`src/rtl/hrl_pkg.sv`:
```
// Package: constants, enums and carrier structs for the hub reset and link power block
package hrl_pkg;

  // ****************************************************************
  // Clock and timing
  // ****************************************************************
  localparam int CLK_MHZ         = 10;
  localparam int CNT_W           = 16;
  localparam int POR_HOLD_US     = 100;
  localparam int POR_HOLD_CYC    = POR_HOLD_US * CLK_MHZ;
  localparam int SLEEP_ENTRY_US  = 10;
  localparam int SLEEP_EXIT_US   = 50;
  localparam int SUSP_ENTRY_MS   = 3;
  localparam int SUSP_EXIT_MS    = 2;
  // Strict upper bounds: minus one for the state hop after the timer, minus one to stay under
  localparam int SLEEP_ENTRY_CYC = SLEEP_ENTRY_US * CLK_MHZ - 2;
  localparam int SLEEP_EXIT_CYC  = SLEEP_EXIT_US * CLK_MHZ - 2;
  localparam int SUSP_ENTRY_CYC  = SUSP_ENTRY_MS * 1000 * CLK_MHZ;
  localparam int SUSP_EXIT_CYC   = SUSP_EXIT_MS * 1000 * CLK_MHZ;

  // ****************************************************************
  // USB device state
  // ****************************************************************
  localparam int             ADDR_W           = 7;
  localparam int             CFG_W            = 8;
  localparam logic [6:0]     DEV_ADDR_DEFAULT = 7'h00;
  localparam logic [7:0]     CFG_UNCONFIGURED = 8'h00;

  typedef enum logic [1:0] {
    LINK_FULLY_ON = 2'h0,
    LINK_SLEEP    = 2'h1,
    LINK_SUSPEND  = 2'h2
  } hrl_link_e;

  // Gray codes along ON -> sleep -> ON and through suspend entry, suspend and exit; 3'h4 unused
  typedef enum logic [2:0] {
    HRL_LK_ON        = 3'h0,
    HRL_LK_SLP_ENT   = 3'h1,
    HRL_LK_SLEEP     = 3'h3,
    HRL_LK_SLP_EXIT  = 3'h2,
    HRL_LK_SUSP_ENT  = 3'h6,
    HRL_LK_SUSPEND   = 3'h7,
    HRL_LK_SUSP_EXIT = 3'h5
  } hrl_lk_e;

  // ****************************************************************
  // Carriers
  // ****************************************************************
  typedef struct packed {
    logic             set_addr;
    logic [6:0]       addr;
    logic             set_cfg;
    logic [7:0]       cfg;
  } hrl_usb_req_s;

  typedef struct packed {
    logic sleep;
    logic suspend;
    logic resume;
  } hrl_lpm_req_s;

  typedef struct packed {
    hrl_lk_e          lk;
    hrl_link_e        link_state;
    logic             link_busy;
    logic [6:0]       dev_addr;
    logic [7:0]       cfg;
    logic             configured;
    logic [15:0]      por_cnt;
    logic             ext_s1;
    logic             ext_s2;
    logic             int_reset;
    logic             standby;
    logic             phy_en;
    logic             phy_oe_n;
    logic             txn_abort;
    logic             osc_en;
    logic             pll_en;
    logic             dn_reset;
  } hrl_state_s;

endpackage : hrl_pkg

```
`src/rtl/hrl_lat_timer.sv`:
```
// Latency timer: loads a cycle count and pulses done when it runs out
module hrl_lat_timer #(
  parameter int CNT_W = 16
) (
  input  wire logic             i_sys_clk, // System clock
  input  wire logic             i_rst,     // Synchronous reset, active high
  input  wire logic             i_clear,   // Abandon any running count
  input  wire logic             i_start,   // Load and start
  input  wire logic [CNT_W-1:0] i_load,    // Cycles until done, at least 1
  output logic                  o_busy,    // Count running
  output logic                  o_done     // One-cycle pulse at expiry
);
  import hrl_pkg::*;

  typedef struct packed {
    logic             busy;
    logic             done;
    logic [CNT_W-1:0] cnt;
  } hrl_tmr_s;

  hrl_tmr_s tmr_q;
  hrl_tmr_s tmr_d;

  always_comb begin
    tmr_d      = tmr_q;
    tmr_d.done = 1'b0;
    if (i_clear) begin
      tmr_d.busy = 1'b0;
      tmr_d.cnt  = '0;
    end else if (i_start) begin
      tmr_d.busy = 1'b1;
      tmr_d.cnt  = i_load;
    end else if (tmr_q.busy) begin
      if (tmr_q.cnt <= CNT_W'(1)) begin
        tmr_d.busy = 1'b0;
        tmr_d.done = 1'b1;
        tmr_d.cnt  = '0;
      end else begin
        tmr_d.cnt = tmr_q.cnt - CNT_W'(1);
      end
    end
  end

  always_ff @(posedge i_sys_clk) begin
    if (i_rst) begin
      tmr_q <= '0;
    end else begin
      tmr_q <= tmr_d;
    end
  end

  assign o_busy = tmr_q.busy;
  assign o_done = tmr_q.done;

endmodule : hrl_lat_timer

```
`src/rtl/hrl_rst_lpm.sv`:
```
// Hub reset combiner, USB device state clearing and link power state tracking
// Contract
// - Three reset sources are honoured: power-on, the active-low chip reset pin and upstream bus reset.
// - After power is applied a timer holds the internal reset for a fixed time before release.
// - While the chip reset pin is low the device sits in low-current standby.
// - Chip reset disables the PHY and floats all differential pairs.
// - Chip reset aborts every transaction at once and keeps none of its state.
// - Chip reset returns every internal register to its default value.
// - Chip reset stops the crystal oscillator and the PLL while it is held.
// - Upstream bus reset sets the USB device address to zero.
// - Upstream bus reset returns the device to the unconfigured state.
// - Upstream bus reset moves a suspended device back to the active state.
// - Upstream bus reset is never forwarded to any downstream port.
// - Only the fully on, sleep and suspend link states exist.
// - Sleep entry completes in under 10 us and sleep exit in under 50 us.
// - Suspend entry takes about 3 ms and resume to fully on about 2 ms.
module hrl_rst_lpm
  import hrl_pkg::*;
#(
  parameter int POR_HOLD_CYCLES   = POR_HOLD_CYC,
  parameter int SUSP_ENTRY_CYCLES = SUSP_ENTRY_CYC,
  parameter int SUSP_EXIT_CYCLES  = SUSP_EXIT_CYC
) (
  input  wire logic                 i_sys_clk,       // 10 MHz system clock
  input  wire logic                 i_rst,           // Power-on, synchronous, active high
  input  wire logic                 i_chip_reset_n,  // External chip reset pin, active low
  input  wire logic                 i_bus_reset,     // Upstream bus reset seen, level
  input  wire hrl_pkg::hrl_usb_req_s i_usb_req,      // Address / configuration from enumeration
  input  wire hrl_pkg::hrl_lpm_req_s i_lpm_req,      // Sleep, suspend and resume requests
  input  wire logic                 i_dn_reset_req,  // Hub's own downstream port reset
  output logic                      o_int_reset,     // Internal reset to the rest of the chip
  output logic                      o_standby,       // Low-current standby
  output logic                      o_phy_en,        // PHY enable
  output logic                      o_phy_oe_n,      // Pair drive enable, low drives
  output logic                      o_txn_abort,     // Abort all transactions
  output logic                      o_osc_en,        // Crystal oscillator enable
  output logic                      o_pll_en,        // PLL enable
  output logic [6:0]                o_dev_addr,      // USB device address
  output logic [7:0]                o_cfg_value,     // Active configuration value
  output logic                      o_configured,    // Configured flag
  output hrl_pkg::hrl_link_e        o_link_state,    // Current link power state
  output logic                      o_link_busy,     // Link state change in progress
  output logic                      o_dn_port_reset  // Reset to downstream ports
);
  import hrl_pkg::*;

  // ****************************************************************
  // State and reset value
  // ****************************************************************
  localparam hrl_state_s ST_RST = '{
    lk:         HRL_LK_ON,
    link_state: LINK_FULLY_ON,
    link_busy:  1'b0,
    dev_addr:   DEV_ADDR_DEFAULT,
    cfg:        CFG_UNCONFIGURED,
    configured: 1'b0,
    por_cnt:    16'(POR_HOLD_CYCLES),
    ext_s1:     1'b1,
    ext_s2:     1'b1,
    int_reset:  1'b1,
    standby:    1'b0,
    phy_en:     1'b0,
    phy_oe_n:   1'b1,
    txn_abort:  1'b1,
    osc_en:     1'b1,
    pll_en:     1'b1,
    dn_reset:   1'b0
  };

  hrl_state_s       st_q;
  hrl_state_s       st_d;
  logic             int_rst;
  logic             tmr_clear;
  logic             tmr_start;
  logic [CNT_W-1:0] tmr_load;
  logic             tmr_busy;
  logic             tmr_done;

  function automatic hrl_link_e hrl_link_of(input hrl_lk_e lk);
    unique case (lk)
      HRL_LK_SLEEP, HRL_LK_SLP_EXIT:   hrl_link_of = LINK_SLEEP;
      HRL_LK_SUSPEND, HRL_LK_SUSP_EXIT: hrl_link_of = LINK_SUSPEND;
      default:                         hrl_link_of = LINK_FULLY_ON;
    endcase
  endfunction : hrl_link_of

  function automatic logic hrl_lk_moving(input hrl_lk_e lk);
    hrl_lk_moving = (lk == HRL_LK_SLP_ENT) || (lk == HRL_LK_SLP_EXIT) ||
                    (lk == HRL_LK_SUSP_ENT) || (lk == HRL_LK_SUSP_EXIT);
  endfunction : hrl_lk_moving

  // ****************************************************************
  // Next state
  // ****************************************************************
  assign int_rst   = (st_q.por_cnt != 16'h0000) || !st_q.ext_s2;
  assign tmr_clear = int_rst || i_bus_reset;

  always_comb begin
    st_d      = st_q;
    tmr_start = 1'b0;
    tmr_load  = '0;
    // Second flop alone reads the first
    st_d.ext_s1 = i_chip_reset_n;
    st_d.ext_s2 = st_q.ext_s1;
    if (st_q.por_cnt != 16'h0000) begin
      st_d.por_cnt = st_q.por_cnt - 16'h0001;
    end
    st_d.int_reset = int_rst;
    st_d.standby   = !st_q.ext_s2;
    st_d.phy_en    = !int_rst;
    st_d.phy_oe_n  = int_rst;
    st_d.txn_abort = int_rst;
    // Clocks can only be gated off, not slowed; power-on keeps them running for the timer
    st_d.osc_en    = st_q.ext_s2;
    st_d.pll_en    = st_q.ext_s2;
    // Bus reset deliberately absent here: it stays upstream
    st_d.dn_reset  = i_dn_reset_req && !int_rst;

    if (int_rst) begin
      st_d.dev_addr = DEV_ADDR_DEFAULT;
      st_d.cfg      = CFG_UNCONFIGURED;
      st_d.lk       = HRL_LK_ON;
    end else if (i_bus_reset) begin
      st_d.dev_addr = DEV_ADDR_DEFAULT;
      st_d.cfg      = CFG_UNCONFIGURED;
      st_d.lk       = HRL_LK_ON;
    end else begin
      if (i_usb_req.set_addr) begin
        st_d.dev_addr = i_usb_req.addr;
      end
      if (i_usb_req.set_cfg) begin
        st_d.cfg = i_usb_req.cfg;
      end
      unique case (st_q.lk)
        HRL_LK_ON: begin
          if (i_lpm_req.sleep) begin
            st_d.lk   = HRL_LK_SLP_ENT;
            tmr_start = 1'b1;
            tmr_load  = CNT_W'(SLEEP_ENTRY_CYC);
          end else if (i_lpm_req.suspend) begin
            st_d.lk   = HRL_LK_SUSP_ENT;
            tmr_start = 1'b1;
            tmr_load  = CNT_W'(SUSP_ENTRY_CYCLES);
          end
        end
        HRL_LK_SLP_ENT: begin
          if (tmr_done) begin
            st_d.lk = HRL_LK_SLEEP;
          end
        end
        HRL_LK_SLEEP: begin
          if (i_lpm_req.resume) begin
            st_d.lk   = HRL_LK_SLP_EXIT;
            tmr_start = 1'b1;
            tmr_load  = CNT_W'(SLEEP_EXIT_CYC);
          end
        end
        HRL_LK_SLP_EXIT: begin
          if (tmr_done) begin
            st_d.lk = HRL_LK_ON;
          end
        end
        HRL_LK_SUSP_ENT: begin
          // Resume during entry is ignored; only a resume once suspended starts the exit
          if (tmr_done) begin
            st_d.lk = HRL_LK_SUSPEND;
          end
        end
        HRL_LK_SUSPEND: begin
          if (i_lpm_req.resume) begin
            st_d.lk   = HRL_LK_SUSP_EXIT;
            tmr_start = 1'b1;
            tmr_load  = CNT_W'(SUSP_EXIT_CYCLES);
          end
        end
        HRL_LK_SUSP_EXIT: begin
          if (tmr_done) begin
            st_d.lk = HRL_LK_ON;
          end
        end
        default: begin
          st_d.lk = HRL_LK_ON;
        end
      endcase
    end
    st_d.configured = (st_d.cfg != CFG_UNCONFIGURED);
    st_d.link_state = hrl_link_of(st_d.lk);
    st_d.link_busy  = hrl_lk_moving(st_d.lk);
  end

  always_ff @(posedge i_sys_clk) begin
    if (i_rst) begin
      st_q <= ST_RST;
    end else begin
      st_q <= st_d;
    end
  end

  hrl_lat_timer #(
    .CNT_W (CNT_W)
  ) u_lat_timer (
    .i_sys_clk (i_sys_clk),
    .i_rst     (i_rst),
    .i_clear   (tmr_clear),
    .i_start   (tmr_start),
    .i_load    (tmr_load),
    .o_busy    (tmr_busy),
    .o_done    (tmr_done)
  );

  assign o_int_reset     = st_q.int_reset;
  assign o_standby       = st_q.standby;
  assign o_phy_en        = st_q.phy_en;
  assign o_phy_oe_n      = st_q.phy_oe_n;
  assign o_txn_abort     = st_q.txn_abort;
  assign o_osc_en        = st_q.osc_en;
  assign o_pll_en        = st_q.pll_en;
  assign o_dev_addr      = st_q.dev_addr;
  assign o_cfg_value     = st_q.cfg;
  assign o_configured    = st_q.configured;
  assign o_link_state    = st_q.link_state;
  assign o_link_busy     = st_q.link_busy;
  assign o_dn_port_reset = st_q.dn_reset;

  // ****************************************************************
  // Assertions
  // ****************************************************************
  localparam int A_SLP_ENT  = SLEEP_ENTRY_CYC + 1;
  localparam int A_SLP_EXIT = SLEEP_EXIT_CYC + 1;
  localparam int A_SUSP_MAX = SUSP_ENTRY_CYCLES + 1;
  localparam int A_RES_MAX  = SUSP_EXIT_CYCLES + 1;

  logic [15:0] a_susp_cnt;
  always_ff @(posedge i_sys_clk) begin
    if (i_rst || st_q.lk != HRL_LK_SUSP_ENT) begin
      a_susp_cnt <= 16'h0000;
    end else begin
      a_susp_cnt <= a_susp_cnt + 16'h0001;
    end
  end

  // Resume counter mirrors the entry one; a bus reset may cut either interval short
  logic [15:0] a_resume_cnt;
  always_ff @(posedge i_sys_clk) begin
    if (i_rst || st_q.lk != HRL_LK_SUSP_EXIT) begin
      a_resume_cnt <= 16'h0000;
    end else begin
      a_resume_cnt <= a_resume_cnt + 16'h0001;
    end
  end
endmodule : hrl_rst_lpm

```
`config.mk`:
```
export PLATFORM = sky130hd
export DESIGN_NAME = hrl_rst_lpm
export DESIGN_NICKNAME = d
export VERILOG_FILES = /design/src/rtl/hrl_pkg.sv /design/src/rtl/hrl_lat_timer.sv /design/src/rtl/hrl_rst_lpm.sv
export SDC_FILE = /design/constraint.sdc
export NUM_CORES = 1
export LEC_CHECK = 0
export ABC_CLOCK_PERIOD_IN_PS = 2600
export BUFFER_PORTS_ARGS = -buffer_cell sky130_fd_sc_hd__buf_4
export CAP_MARGIN = 20
export CORE_MARGIN = 4
export CORE_UTILIZATION = 56
export CTS_CLUSTER_SIZE = 16
export DETAILED_ROUTE_END_ITERATION = 10
export GPL_TIMING_DRIVEN = 0
export PLACE_DENSITY = 0.79
export SLEW_MARGIN = 10
export SYNTH_ARGS = -nofsm -noshare
export SYNTH_HDL_FRONTEND = slang
export SYNTH_SLANG_ARGS = --single-unit
export TNS_END_PERCENT = 50
```
`constraint.sdc`:
```
create_clock -name i_sys_clk -period 2.6 [get_ports i_sys_clk]
set_clock_uncertainty 0.1 [all_clocks]
set_input_delay 0.52 -clock i_sys_clk [delete_from_list [all_inputs] [get_ports i_sys_clk]]
set_output_delay 0.52 -clock i_sys_clk [all_outputs]
set_load 0.03 [all_outputs]
```
# After elaboration in Yosys (flattened, before gate mapping)
# Index checks and enable logic that the tools add are counted.
# Widths: inputs -> output; s select.
# classes
addsub	2
order_cmp	1
n_eq_ne	12
mux	32
n_bitwise	1
n_reduce_logical	19
# op_table
op	n
$mux 15	5
$pmux 15 s3	1
$mux 16	2
$sub 16x1->16 const B	2
$mux 3	9
$mux 8	3
$eq 3x3->1 const B	6
$mux 18	1
$pmux 3 s6	1
$le 16x1->1 const B	1
$reduce_bool 16->1	1
$eq 3x2->1 const B	4
$reduce_or 2->1	5
$mux 9	1
$reduce_bool 8->1	1
$eq 3x1->1 const B	2
$mux 1	6
$logic_or 1x1->1	5
$pmux 2 s2	1
$reduce_or 4->1	1
$logic_not 3->1	1
$reduce_or 3->1	1
$logic_not 1->1	2
$mux 2	1
4 further kinds	4
# totals
ff_bits	63
input_bits	25
out_inout_bits	27
word_cells	84

# Logic depth before layout (Yosys ltp)
# logic_depth
ltp_word	9
mapped_depth	10
depth_no_buf	9

# By module
# A second synthesis with hierarchy kept.
# hier_totals
hier_cells	363
hier_area_um2	3223.1
# modules_own_cells
mod	n_inst	cells_each	area_each_um2
hrl_rst_lpm	1	232	2102.0
hrl_lat_timer	1	131	1121.1

# Worst setup path after synthesis
# No wires, ideal clock.
# synth_path
path_type	register to register
from	reg st_q[20] (netlist bit)
to	reg st_q, in the netlist o_link_state[0]
setup_ns	0.119
arrival_time_ns	2.092
t_required_ns	2.381
setup_slack_ns	0.289
path_stages_with_launch	9
n_path_buf	1
path_cell_list	dfxtp_1 -> or4_4 -> and4bb_4 -> buf_6 -> nand2_2 -> nor2_4 -> inv_2 -> ha_1 -> o221a_2
# synth_lines
item	line	text
from (decl)	hrl_rst_lpm.sv:70	hrl_state_s st_q;
from (signal assigned)	hrl_rst_lpm.sv:195	st_q <= st_d;

==> metrics.yaml <==
root_buffer: "clkbuf_8"
synth_ff_type: "dfxtp_1"
synth-edff-count: 0
htree_levels: 3
synth_top_family_by_area: "simple AND/OR/NAND/NOR gates"
num_rows: 27
dieArea_sq_um: 6980
numClockSinks: 63
die_x_microns: 83.6
synthTopCellsByArea: "dfxtp_1 39%, nor2_1 5.8%, buf_4 4.7%"
power_leakage_nw: 1.62
gp_congestion: 0.909
ant_nets: 0
grt_pass1_wl_mm: 12.2
synth_compound_area_share_pct: 15.2
required_ns: 2.72
ys_seq_area_share_pct: 39.4
grt.total_usage_pct: 21.1
reg2regPathDepth: 8
path_class: "reg2reg"
grt_overflow: 0
holdWs_ns: 0.264
drc: 0
start_util_pct: 58.1
dp_hpwl_mm: 4.99
die_h_microns: 83.6
core_area_sq_um: 5510
maxCapViolations: 0
routed_wl_mm: 6.98
ys_seq_elements: 63
worst_pin_slew_ns: 0.892
drt_first_pass_iters: 4
path_max_fanout: 10
syn-num-nets: 388
synth_top_area_share_pct: 39.4
path_clk_slew_ns: 0.07
synth_common_cells: "63 x dfxtp_1, 49 x nor2_1, 24 x nand2_1"
placedCellCount: 479
p_per_area_nw_per_um2: 554
synthXorXnorAreaFrac_pct: 3.29
synth_area_per_cell_sq_um: 8.96
outcome: "complete, no violations"
antenna_found_initial: 0
cts_made_buffers: 9
syn_area_sq_um: 3200
synth_most_common_cell: "dfxtp_1"
ff_latch_area_sq_um: 1260
clk_latency_ns: 0.34
synth_cells: 357
synth_simple_gate_area_share_pct: 26.8
port_buffers: 50
post-route-min-period_ns: 2.48
dr_total_vias: 2753
hold_buffers: 0
setup.worst_path.end_class: "flop"
fin_crit_sh_pct: 95.4
finalSetupTns_ns: 0
holdPathStages: 2
via_per_inst: 5.57
wl_per_cell_microns: 14.1
cts_tree: "built"
async_reset_ff_share_pct: 0
min_path_type: "in2reg"
finalHoldViolCount: 0
synth_mux_area_share_pct: 5.05
irDropWorstVdd_uv: 559
drtIter0Drc: 218
final_cells: 494
cp.arrival_ns: 2.60
synth_fa_ha_area_share_pct: 2.35
rsz0062_at_grt: "no"
cp-start-kind: "flop"
fin_nets: 449
finalSetupViolCount: 0
drv_slew: 0
maxSlewHeadroom_pct: 39.9
yosysUniqueCellTypes: 66
fillCellCount: 422
fmax_ghz: 0.403
ys_warn_count: 0
grt_max_degree: 11
grt_pass1_vias: 2658
syn_to_final_growth_pct: 22.8
synth.largest_area_cell: "dfxtp_1"
drive_gt1_share_pct: 26.5
num_antenna_cells: 0
multi_input_area_sq_um: 1700
clockBufferDepth: 2
io_pins: 52
[placed cells by master, fill, tap and decap left out, drive strengths merged, types with 11 or more instances in the layout]
cell / instances
nand3: 11
inv: 12
dfxtp: 63
clkbuf: 18
mux2i: 15
nor2: 50
nand2: 26
a21oi: 13
buf: 75
nor3: 13
[worst max-delay path, stage by stage (launching register included)]
cell,delay (ns)
dfxtp_1,0.35
or4_4,0.56
and4bb_4,0.42
buf_6,0.16
nand2_2,0.11
nor2_4,0.16
inv_2,0.05
ha_1,0.19
o221a_2,0.27
[registers in the layout, indices dropped and copies added (netlist names), 2 cells and up]
register	count
st_d	2
u_lat_timer.tmr_q	16
o_link_state	2
o_dev_addr	7
o_cfg_value	8
st_q	19
[per-layer routing]
layer	wire, microns	track usage (%)	vias up
met4	136	11.3	0
met3	381	5.73	14
met2	3260	31.9	83
li1	-	-	1397
met5	0	0	-
met1	3210	27.3	1259
[cell families (layout without fill, tap and decap cells)]
logic type,Yosys count,count (layout)
AOI/OAI and AO/OA,66,66
buffers and inverters,43,108
muxes,16,16
xor gates and xnor gates,12,12
adders and majority gates,6,6
and+or+nand+nor,151,151
DFF,63,63
[per-stage QoR]
stage / total power, mW / cell area [sq um] / util, % / setup slack [ns]
floorplan: 1.09 / 3200 / - / 0.289
global placement: 1.14 / 3660 / 66.5 / 0.155
detailed placement: 1.15 / 3660 / 66.5 / 0.165
CTS: 2.19 / 3910 / 71.0 / 0.118
global route: 2.25 / 3930 / 71.3 / 0.0156
finish: 2.17 / 3930 / 71.3 / 0.121
[final timing paths]
kind	start	end	slack (ns)
worst min register to register	st_d[8]	st_d[1]	0.31
worst min-delay path	i_chip_reset_n	st_d[8]	0.26
worst max register to register	st_q[20]	o_link_state[0]	0.12
worst max-delay path	st_q[20]	o_link_state[0]	0.12
[what timing repair did]
item / CTS / global route
resized for setup: 0 / 3
setup endpoints to repair: 0 / 9
setup buffers: 0 / 0
[power breakdown]
group / leakage (nW) / total (mW) / switching (mW) / internal, mW
logic: 0.986 / 0.128 / 0.0645 / 0.0639
clock network: 0.123 / 1.05 / 0.364 / 0.685
registers: 0.509 / 0.998 / 0.0178 / 0.980
[area by class of cell]
| cell class | instances | area share [%] |
|---|---|---|
| well taps | 72 | 2.29 |
| plain buffers | 31 | 5.29 |
| multi-input cells | 251 | 43.4 |
| repair buffers | 50 | 9.55 |
| inverters | 12 | 1.15 |
| clock inverters | 3 | 2.29 |
| flip-flops and latches | 63 | 32.1 |
| clock buffers | 12 | 3.95 |
Power figures use the tool's default switching activity.
